**config.mk**
```make
export PLATFORM = sky130hd
export DESIGN_NAME = ccf_regs
export DESIGN_NICKNAME = d
export VERILOG_FILES = /design/src/pkg/ccf_pkg.sv /design/src/rtl/ccf_regs.sv
export SDC_FILE = /design/constraint.sdc
export NUM_CORES = 1
export LEC_CHECK = 0
export BUFFER_PORTS_ARGS = -buffer_cell sky130_fd_sc_hd__buf_2
export CORE_MARGIN = 2
export CORE_UTILIZATION = 55
export CTS_BUF_LIST = sky130_fd_sc_hd__clkbuf_4 sky130_fd_sc_hd__clkbuf_8
export DETAILED_ROUTE_END_ITERATION = 10
export MAX_ROUTING_LAYER = met4
export PLACE_DENSITY = 0.81
export RECOVER_POWER = 50
export SYNTH_ARGS = -nofsm -noshare
export SYNTH_HDL_FRONTEND = slang
export SYNTH_SLANG_ARGS = --single-unit
```
**constraint.sdc**
```tcl
create_clock -name ref_clk_i -period 3.8 [get_ports ref_clk_i]
set_clock_uncertainty 0.2 [all_clocks]
set_input_delay 0.38 -clock ref_clk_i [delete_from_list [all_inputs] [get_ports ref_clk_i]]
set_output_delay 0.38 -clock ref_clk_i [all_outputs]
set_load 0.01 [all_outputs]
```
**src/pkg/ccf_pkg.sv**
```systemverilog
// constants for the control channel forwarding register bank
package ccf_pkg;
	// ==========================================
	// register offsets
	localparam logic [7:0] OFS_BIST = 8'h57;
	localparam logic [7:0] OFS_RLC = 8'h58;
	localparam logic [7:0] OFS_CTL1 = 8'h59;
	localparam logic [7:0] OFS_CTL2 = 8'h5A;
	localparam logic [7:0] OFS_SID = 8'h5B;
	localparam logic [7:0] OFS_ALIAS = 8'h5C;
	localparam logic [7:0] OFS_TID0 = 8'h5D;
	// ==========================================
	// back channel config fields
	localparam int RLC_FWD_ALL = 7;
	localparam int RLC_FWD_MATCH = 6;
	localparam int RLC_ACK_ALL = 5;
	localparam int RLC_PERM = 4;
	localparam int RLC_CSUM = 3;
	localparam int RLC_RATE_HI = 2;
	// ==========================================
	// path control and identity fields
	localparam int CTL1_KEEP = 7;
	localparam int CTL1_PINS_HI = 1;
	localparam int SID_LOCK = 0;
	localparam int ALIAS_AUTOACK = 0;
	// ==========================================
	// reset values and the tally limit
	localparam logic [7:0] RST_RLC = 8'h1E;
	localparam logic [7:0] RST_ZERO = 8'h00;
	localparam logic [7:0] BIST_MAX = 8'hFF;
	// ==========================================
	// rate codes and the alias-off value
	localparam logic [2:0] RATE_2M5 = 3'h0;
	localparam logic [2:0] RATE_10M = 3'h2;
	localparam logic [2:0] RATE_25M = 3'h5;
	localparam logic [2:0] RATE_50M = 3'h6;
	localparam logic [2:0] RATE_100M = 3'h7;
	localparam logic [6:0] ALIAS_OFF = 7'h00;
endpackage : ccf_pkg

```
**src/rtl/ccf_regs.sv**
```systemverilog
// control channel and i2c forwarding register bank
`timescale 1ns/1ps
module ccf_regs (
	// clock and reset
	input wire logic ref_clk_i,
	input wire logic rst_n_i,
	// register write and read port
	input wire logic wr_i,
	input wire logic wr_remote_i,
	input wire logic [7:0] wr_addr_i,
	input wire logic [7:0] wr_data_i,
	input wire logic [7:0] rd_addr_i,
	output logic [7:0] rd_data_o,
	// forward channel loads and self-test
	input wire logic fc_load_i,
	input wire logic [6:0] fc_identity_i,
	input wire logic [1:0] fc_pin_count_i,
	input wire logic bist_err_i,
	// pins
	input wire logic power_down_pin_i,
	input wire logic [2:0] strap_rate_i,
	// incoming i2c transaction
	input wire logic txn_valid_i,
	input wire logic [7:0] txn_addr_i,
	input wire logic [7:0] txn_data_i,
	input wire logic [6:0] target_alias_0_i,
	// forwarded transaction
	output logic fwd_valid_o,
	output logic [7:0] fwd_addr_o,
	output logic [7:0] fwd_data_o,
	output logic auto_ack_o,
	// back channel controls
	output logic return_link_en_o,
	output logic return_link_checksum_gen_en_o,
	output logic [2:0] return_link_rate_sel_o,
	output logic [1:0] downstream_pin_count_o
);
	// ==========================================
	// state
	typedef struct packed {
		logic pd_s1; // first sync stage, read only by second
		logic pd_s2;
		logic pd_s3;
		logic pd_lvl; // filtered pin level
		logic [7:0] bist;
		logic [7:0] rlc;
		logic [7:0] ctl1;
		logic [7:0] ctl2;
		logic [7:0] sid;
		logic [7:0] alias_r;
		logic [7:0] tid0;
		logic [7:0] rd;
		logic fv;
		logic [7:0] fa;
		logic [7:0] fd;
		logic ack;
	} ccf_state_s;

	ccf_state_s st_reg;
	ccf_state_s st_next;

	// ==========================================
	// helpers
	// register read mux, used only by the read port
	function automatic logic [7:0] ccf_read(input ccf_state_s s, input logic [7:0] a);
		logic [7:0] v;
		v = 8'h00;
		unique case (a)
			ccf_pkg::OFS_BIST: v = s.bist;
			ccf_pkg::OFS_RLC: v = s.rlc;
			ccf_pkg::OFS_CTL1: v = s.ctl1;
			ccf_pkg::OFS_CTL2: v = s.ctl2;
			ccf_pkg::OFS_SID: v = s.sid;
			ccf_pkg::OFS_ALIAS: v = s.alias_r;
			ccf_pkg::OFS_TID0: v = {s.tid0[7:1], 1'b0};
			default: v = 8'h00; // unmapped reads as zero
		endcase
		return v;
	endfunction : ccf_read

	// legal rate codes; reserved ones are refused on write
	function automatic logic ccf_rate_ok(input logic [2:0] r);
		return r == ccf_pkg::RATE_2M5 || r == ccf_pkg::RATE_10M || r == ccf_pkg::RATE_25M
			|| r == ccf_pkg::RATE_50M || r == ccf_pkg::RATE_100M;
	endfunction : ccf_rate_ok

	// ==========================================
	// decode of the incoming transaction
	logic ser_hit;
	logic tgt_hit;
	logic fwd_now;
	logic is_write;
	logic pd_rise;

	always_comb
	begin
		// zero alias never matches, so the decode is off
		ser_hit = st_reg.alias_r[7:1] != ccf_pkg::ALIAS_OFF
			&& txn_addr_i[7:1] == st_reg.alias_r[7:1];
		tgt_hit = target_alias_0_i != ccf_pkg::ALIAS_OFF
			&& txn_addr_i[7:1] == target_alias_0_i;
		fwd_now = txn_valid_i && (st_reg.rlc[ccf_pkg::RLC_FWD_ALL]
			|| (st_reg.rlc[ccf_pkg::RLC_FWD_MATCH] && (ser_hit || tgt_hit)));
		is_write = !txn_addr_i[0];
		// a rise counts once stages two and three agree high
		pd_rise = st_reg.pd_s2 && st_reg.pd_s3 && !st_reg.pd_lvl;
	end

	// ==========================================
	// next state
	always_comb
	begin
		st_next = st_reg;
		st_next.pd_s1 = power_down_pin_i;
		st_next.pd_s2 = st_reg.pd_s1;
		st_next.pd_s3 = st_reg.pd_s2;
		if (st_reg.pd_s2 == st_reg.pd_s3)
		begin
			st_next.pd_lvl = st_reg.pd_s3;
		end
		// strap sets the rate default on power-down release
		if (pd_rise)
		begin
			st_next.rlc[ccf_pkg::RLC_RATE_HI:0] = strap_rate_i;
		end
		// self-test tally saturates instead of wrapping
		if (bist_err_i && st_reg.bist != ccf_pkg::BIST_MAX)
		begin
			st_next.bist = st_reg.bist + 8'h01;
		end
		// forward channel loads, each gated by its own lock
		if (fc_load_i && !st_reg.ctl1[ccf_pkg::CTL1_KEEP])
		begin
			st_next.ctl1[ccf_pkg::CTL1_PINS_HI:0] = fc_pin_count_i;
		end
		if (fc_load_i && !st_reg.sid[ccf_pkg::SID_LOCK])
		begin
			st_next.sid[7:1] = fc_identity_i;
		end
		// register writes win over same-cycle remote loads, except a CTL1 pin count written with the keep bit clear
		if (wr_i)
		begin
			unique case (wr_addr_i)
				ccf_pkg::OFS_RLC:
				begin
					st_next.rlc[7:5] = wr_data_i[7:5];
					st_next.rlc[ccf_pkg::RLC_CSUM] = wr_data_i[ccf_pkg::RLC_CSUM];
					if (!wr_remote_i)
					begin
						st_next.rlc[ccf_pkg::RLC_PERM] = wr_data_i[ccf_pkg::RLC_PERM];
					end
					if (ccf_rate_ok(wr_data_i[ccf_pkg::RLC_RATE_HI:0]))
					begin
						st_next.rlc[ccf_pkg::RLC_RATE_HI:0] = wr_data_i[ccf_pkg::RLC_RATE_HI:0];
					end
				end
				ccf_pkg::OFS_CTL1:
				begin
					st_next.ctl1[7:2] = wr_data_i[7:2];
					// local count only sticks while the keep bit is set
					if (wr_data_i[ccf_pkg::CTL1_KEEP])
					begin
						st_next.ctl1[1:0] = wr_data_i[1:0];
					end
				end
				ccf_pkg::OFS_CTL2: st_next.ctl2 = wr_data_i;
				ccf_pkg::OFS_SID: st_next.sid = wr_data_i;
				ccf_pkg::OFS_ALIAS: st_next.alias_r = wr_data_i;
				ccf_pkg::OFS_TID0: st_next.tid0 = {wr_data_i[7:1], 1'b0};
				default: ; // read-only or unmapped: ignored
			endcase
		end
		st_next.rd = ccf_read(st_reg, rd_addr_i);
		// forwarded transaction: only address bits swap
		st_next.fv = fwd_now;
		st_next.fd = txn_data_i;
		if (ser_hit)
		begin
			st_next.fa = {st_reg.sid[7:1], txn_addr_i[0]};
		end
		else if (tgt_hit)
		begin
			st_next.fa = {st_reg.tid0[7:1], txn_addr_i[0]};
		end
		else
		begin
			st_next.fa = txn_addr_i;
		end
		st_next.ack = txn_valid_i && is_write && (st_reg.rlc[ccf_pkg::RLC_ACK_ALL]
			|| (st_reg.alias_r[ccf_pkg::ALIAS_AUTOACK] && ser_hit));
	end

	// ==========================================
	// state register
	always_ff @(posedge ref_clk_i or negedge rst_n_i)
	begin
		if (!rst_n_i)
		begin
			st_reg <= '0;
			st_reg.rlc <= ccf_pkg::RST_RLC;
			st_reg.ctl1 <= ccf_pkg::RST_ZERO;
		end
		else
		begin
			st_reg <= st_next;
		end
	end

	// ==========================================
	// outputs
	assign rd_data_o = st_reg.rd;
	assign fwd_valid_o = st_reg.fv;
	assign fwd_addr_o = st_reg.fa;
	assign fwd_data_o = st_reg.fd;
	assign auto_ack_o = st_reg.ack;
	assign return_link_en_o = st_reg.rlc[ccf_pkg::RLC_PERM] || st_reg.rlc[ccf_pkg::RLC_FWD_ALL]
		|| st_reg.rlc[ccf_pkg::RLC_FWD_MATCH];
	assign return_link_checksum_gen_en_o = st_reg.rlc[ccf_pkg::RLC_CSUM];
	assign return_link_rate_sel_o = st_reg.rlc[ccf_pkg::RLC_RATE_HI:0];
	assign downstream_pin_count_o = st_reg.ctl1[1:0];

	// ==========================================
	// checks
	// tally steps by one per error until it saturates
	chk_bist_count: assert property (@(posedge ref_clk_i) disable iff (!rst_n_i)
		bist_err_i && st_reg.bist != ccf_pkg::BIST_MAX
		|=> st_reg.bist == $past(st_reg.bist) + 8'h01)
		else $error("self-test tally did not count");
	// nothing but an error moves the tally, writes included
	chk_tally_hold: assert property (@(posedge ref_clk_i) disable iff (!rst_n_i)
		!bist_err_i |=> $stable(st_reg.bist))
		else $error("self-test tally moved without an error");
	chk_fwd_all: assert property (@(posedge ref_clk_i) disable iff (!rst_n_i)
		txn_valid_i && st_reg.rlc[ccf_pkg::RLC_FWD_ALL] |=> fwd_valid_o)
		else $error("forward-all transaction not forwarded");
	chk_fwd_match: assert property (@(posedge ref_clk_i) disable iff (!rst_n_i)
		txn_valid_i && !st_reg.rlc[ccf_pkg::RLC_FWD_ALL] && !ser_hit && !tgt_hit
		|=> !fwd_valid_o)
		else $error("unmatched transaction forwarded");
	// with both forwarding bits clear nothing goes out, matched or not
	chk_fwd_off: assert property (@(posedge ref_clk_i) disable iff (!rst_n_i)
		txn_valid_i && !st_reg.rlc[ccf_pkg::RLC_FWD_ALL]
		&& !st_reg.rlc[ccf_pkg::RLC_FWD_MATCH] |=> !fwd_valid_o)
		else $error("transaction forwarded with forwarding off");
	chk_ack_all: assert property (@(posedge ref_clk_i) disable iff (!rst_n_i)
		txn_valid_i && !txn_addr_i[0] && st_reg.rlc[ccf_pkg::RLC_ACK_ALL] |=> auto_ack_o)
		else $error("write not auto acknowledged");
	chk_link_enable: assert property (@(posedge ref_clk_i) disable iff (!rst_n_i)
		return_link_en_o == (st_reg.rlc[4] | st_reg.rlc[7] | st_reg.rlc[6]))
		else $error("return link enable wrong");
	chk_perm_remote: assert property (@(posedge ref_clk_i) disable iff (!rst_n_i)
		wr_i && wr_remote_i && wr_addr_i == ccf_pkg::OFS_RLC |=> $stable(st_reg.rlc[4]))
		else $error("remote write changed permanent bit");
	// a write in the release cycle or the one after may replace the strap value
	chk_strap_rate: assert property (@(posedge ref_clk_i) disable iff (!rst_n_i)
		pd_rise && !(wr_i && wr_addr_i == ccf_pkg::OFS_RLC)
		##1 !(wr_i && wr_addr_i == ccf_pkg::OFS_RLC)
		|=> return_link_rate_sel_o == $past(strap_rate_i, 2))
		else $error("strap rate not taken");
	chk_rate_legal: assert property (@(posedge ref_clk_i) disable iff (!rst_n_i)
		wr_i && wr_addr_i == ccf_pkg::OFS_RLC && !ccf_rate_ok(wr_data_i[2:0]) && !pd_rise
		|=> $stable(return_link_rate_sel_o))
		else $error("reserved rate accepted");
	chk_pin_keep: assert property (@(posedge ref_clk_i) disable iff (!rst_n_i)
		st_reg.ctl1[ccf_pkg::CTL1_KEEP] && !wr_i |=> $stable(downstream_pin_count_o))
		else $error("kept pin count reloaded");
	chk_id_lock: assert property (@(posedge ref_clk_i) disable iff (!rst_n_i)
		st_reg.sid[ccf_pkg::SID_LOCK] && !wr_i |=> $stable(st_reg.sid))
		else $error("locked identity reloaded");
	chk_remap_addr: assert property (@(posedge ref_clk_i) disable iff (!rst_n_i)
		txn_valid_i && tgt_hit && !ser_hit
		|=> fwd_addr_o == {$past(st_reg.tid0[7:1]), $past(txn_addr_i[0])})
		else $error("target remap wrong");
	chk_fwd_payload: assert property (@(posedge ref_clk_i) disable iff (!rst_n_i)
		txn_valid_i |=> fwd_data_o == $past(txn_data_i))
		else $error("forwarded payload changed");
	chk_ser_ack: assert property (@(posedge ref_clk_i) disable iff (!rst_n_i)
		txn_valid_i && !txn_addr_i[0] && ser_hit && st_reg.alias_r[ccf_pkg::ALIAS_AUTOACK]
		|=> auto_ack_o)
		else $error("serializer write not acknowledged");
	cov_fwd_ser: cover property (@(posedge ref_clk_i) disable iff (!rst_n_i)
		txn_valid_i && ser_hit && st_reg.rlc[ccf_pkg::RLC_FWD_MATCH] ##1 fwd_valid_o);
	cov_fwd_tgt: cover property (@(posedge ref_clk_i) disable iff (!rst_n_i)
		txn_valid_i && tgt_hit && st_reg.rlc[ccf_pkg::RLC_FWD_MATCH] ##1 fwd_valid_o);
	cov_strap: cover property (@(posedge ref_clk_i) disable iff (!rst_n_i) pd_rise);
	cov_ack_all: cover property (@(posedge ref_clk_i) disable iff (!rst_n_i)
		txn_valid_i && st_reg.rlc[ccf_pkg::RLC_ACK_ALL] ##1 auto_ack_o);
endmodule : ccf_regs

```
---- Yosys cells after proc, flatten, opt, wreduce, memory -nomap -nowiden ----
Index checks and enable logic that the tools add are counted.
word-level totals
  bits of input ports ..................... 67
  output and inout port bits .............. 33
  register bits ........................... 85
  word-level logic and storage cells ...... 93
operators by class
  multiplexer cells ....................... 15
  bitwise operators ....................... 1
  reductions and logical operators ........ 35
  equality and inequality tests ........... 21
  add/sub/neg operators ................... 1
operator list
  kind                 number
  $eq 8x7->1 const B   13
  $mux 8               7
  $pmux 8 s7           1
  $mux 43              1
  $eq 7x7->1           2
  $reduce_bool 7->1    2
  $logic_and 1x1->1    12
  $reduce_and 2->1     6
  $eq 3x3->1 const B   3
  $logic_or 1x1->1     9
  $mux 3               3
  $add 8x1->8 const B  1
  $ne 8x8->1 const B   1
  $mux 7               1
  $logic_not 1->1      4
  $mux 2               2
  $eq 3x2->1 const B   1
  $logic_not 3->1      1
  $reduce_and 3->1     1
  $eq 1x1->1           1
  $not 1->1            1

---- Longest topological paths before layout ----
  word-level depth ........................ 8
  mapped depth ............................ 6
  depth with buffers taken out ............ 5

---- Worst setup path before layout ----
Ideal clock, no wire load.
  path kind ............................... input to register
  start point ............................. input port wr_addr_i[7]
  end point ............................... register st_reg[50] (netlist name)
  data required time ...................... 3.475 ns
  data arrival time ....................... 1.539 ns
  slack ................................... 1.935 ns
  buffers on the path ..................... 1
  stages .................................. 5
  setup time .............................. 0.125 ns
  cell sequence ........................... and4bb_1 > and3_4 > and4_4 > buf_12 > mux2_4
between the ends
  word-level cells in the longest chain between the ends .. 2
RTL lines
  what                               line             source
  start: declaration                 ccf_regs.sv:10   input wire logic [7:0] wr_addr_i,
  $eq 8x7->1                         ccf_regs.sv:143  unique case (wr_addr_i)
  $reduce_and 2->1 (no source line)  n/a
  end signal: assignment             ccf_regs.sv:205  st_reg <= st_next;
  end: declaration                   ccf_regs.sv:59   ccf_state_s st_reg;
Every way passes these cells.
A chain may end at the register's enable or synchronous reset.

==> metrics.csv <==
metric;value;unit
place_worst_setup_slack;1.66;ns
critical_path_buffer_and_inverter_count;0;
netlist-cell-type-count;57;
failed_checks;max-capacitance violations, max-slew violations;
fp-row-count;32;
chip_width;94.4;um
layout_common_cells;sky130_fd_sc_hd__buf_2 (98), sky130_fd_sc_hd__dfrtp_1 (81), sky130_fd_sc_hd__mux2_2 (37);
hold_buffers;10;
cts_htree_levels;3;
clkTransAtPathRegs;0.09;ns
die-area;0.00892;mm^2
finalHoldViolations;0;
worst-endpoint-required;3.81;ns
period_utilisation_layout;56.8;%
number_of_logic_stages_on_the_critical_path_including_buffering;4;
initial_core_util;57.6;%
cts_tree;yes;
clockBufferDepth;2;
timing.reg2reg.setup_slack;1.64;ns
routed_via_density;6.05;
worst_path_dominant_cell_family;compound AO/OA/AOI/OAI gates;
max_stage_delay;0.69;ns
setup.worst_path.class;reg -> reg;
fin_setup_tns;0;ns
max_slew.worst_pin.slew;2.04;ns
die_y;94.4;um
wl_per_cell;19.3;um
fin_ws;1.64;ns
layout.nets;522;
postCtsResizedCells;0;
drt_iter0_markers;285;
crit-reg2reg-launch;st_reg[36]$_DFFE_PN0P_;
area_growth;13.1;%
ys_async_sr_fraction;100;%
antenna_cells_inserted;0;
grt_overflow;0;
yosysWarningCount;0;
clockRootBuffer;sky130_fd_sc_hd__clkbuf_8;
achievable-frequency;0.463;GHz
remaining_drc_errors;0;
rsz0062_at_grt;false;
drive_above_1_share;40.0;%
syn-cell-area;0.00450;mm^2
timing.critical_path.fanout_max;9;
vias_in_the_first_global_route;3393;
total_of_flip_flops_plus_latches_after_synthesis;85;
syn_inst;377;
tritoncts_num_sinks;85;
grt_first_pass_wirelength;17300;um
slowest_stage;sky130_fd_sc_hd__a2111oi_0;
total_leakage_power;0.00238;uW
numCtsBuffers;9;
ios;100;
vdd.ir_drop.worst;201;uV
gp_congestion;0.998;
track_usage;26.5;%
reg2regPathDepth;4;
core_area;0.00781;mm^2
drt_first_pass_iters;5;
ratio_of_total_power_to_cell_area;399;mW/mm^2
setup_viol;0;
final-max-slew-violation-count;86;
largest_register_ffs;51;
antenna_found_initial;0;
net_count_after_synthesis;446;
routed-via-count;3387;
report.power.total;2030;uW
max_slew_margin;-35.7;%
ys.flop_type;sky130_fd_sc_hd__dfrtp_1;
run_status;complete, but fails checks;
synth-edff-count;0;
count_of_buffers_added_by_post_cts_timing_repair_for_setup;0;
ant_nets;0;
worstSkewPairLatency;0.36;ns
r2r-end;fwd_addr_o[4]$_DFF_PN0_;
layout_commonest_cell;sky130_fd_sc_hd__buf_2;
setup.worst_path.start_class;flop;
timing.hold.worst.class;in -> reg;
average_instance_area_after_synthesis;11.9;um^2
cp_data_arrival_time;2.16;ns
worst_setup_path_end_kind;flop;
critical_path.startpoint;st_reg[36]$_DFFE_PN0P_;
port-buffer-count;99;
cell_breakdown_of_the_critical_path;xnor2_1 > nand4_1 > a2111oi_0 > a31oi_1;
post-place-cells;534;
share_of_the_yosys_chip_area_belonging_to_registers;47.4;%
maxCapViolations;1;
grt_start_max_net_pins;86;
detailed_place_hpwl;7980;um
wirelength;10800;um
worst_setup_path_endpoint;fwd_addr_o[4]$_DFF_PN0_;
final_cell_count_no_fill;560;
finalWorstPathRequiredPeriod;2.16;ns
## layout make-up
| class | count | area [um^2] |
|---|---|---|
| Fill cell | 621 | 2720 |
| Sequential cell | 85 | 2130 |
| Multi-Input combinational cell | 239 | 2020 |
| Timing Repair Buffer | 109 | 596 |
| Clock buffer | 10 | 138 |
| Tap cell | 102 | 128 |
| Clock inverter | 6 | 46.3 |
| Inverter | 9 | 33.8 |
## synthesized netlist by cell type, drive strengths merged, types with 3 or more instances
cell type | instances | area [um^2]
dfrtp | 81 | 2030
mux2 | 52 | 642
buf | 39 | 293
nand4 | 19 | 134
xnor2 | 16 | 140
nand2 | 13 | 48.8
a22oi | 10 | 75.1
and3 | 10 | 72.6
mux2i | 10 | 100
a31oi | 9 | 62.6
inv | 9 | 33.8
nand3 | 8 | 40.0
a2111oi | 7 | 61.3
a21oi | 7 | 35.0
o21ai | 7 | 35.0
o31ai | 7 | 52.6
nor2 | 6 | 25.0
and2 | 5 | 31.3
clkbuf | 5 | 18.8
nor2b | 5 | 31.3
o211ai | 5 | 37.5
a2111o | 4 | 45.0
a22o | 4 | 35.0
dfstp | 4 | 105
o22ai | 4 | 25.0
or2 | 4 | 25.0
xor2 | 4 | 35.0
and4 | 3 | 30.0
## power breakdown
part,internal [uW],leakage (uW),switching (uW)
Combinational,166,0.00122,167
Clock,259,0.0000889,343
Sequential,996,0.00106,98.5
Total,1420,0.00238,609
## worst min path at each step
stage	cells after the start	start	to	slack [ns]
2_1_floorplan	0	rst_n_i	auto_ack_o$_DFF_PN0_	-0.12
3_3_place_gp	0	st_next[84]$_DFF_PN0_	st_next[83]$_DFF_PN0_	0.14
3_5_place_dp	0	st_next[84]$_DFF_PN0_	st_next[83]$_DFF_PN0_	0.13
4_1_cts	1	rst_n_i	fwd_data_o[3]$_DFF_PN0_	0.04
5_1_grt	3	txn_valid_i	auto_ack_o$_DFF_PN0_	0.05
6_report	2	wr_data_i[0]	return_link_rate_sel_o[1]$_DFF_PN1_	0.05
## cell families after synthesis
kind of cell	Yosys count	synth area share, %
DFF	85	47.4
adders and majority gates	2	0.556
xor gates and xnor gates	20	3.89
muxes	63	17.0
AOI/OAI and AO/OA	67	11.1
and+or+nand+nor	87	12.4
buffers and inverters	53	7.68
## layer usage
metal  GRT usage, %  up-vias  part of all wire [%]
li1               -     1524                     -
met1           36.3     1630                    43
met2           39.5      202                    46
met3           4.71       31                   8.6
met4           11.1        0                   2.9
met5              -        -                     0
## metrics by stage
stage,hold slack (ns),area (um^2),utilization [%]
after CTS,0.0375,5100,65.3
after global placement,0.136,4810,61.7
final,0.0519,5090,65.2
after global routing,0.0466,5090,65.2
after floorplan,-0.116,4500,-
after detailed placement,0.135,4810,61.7
No activity file was read; power rests on OpenSTA's default activity.
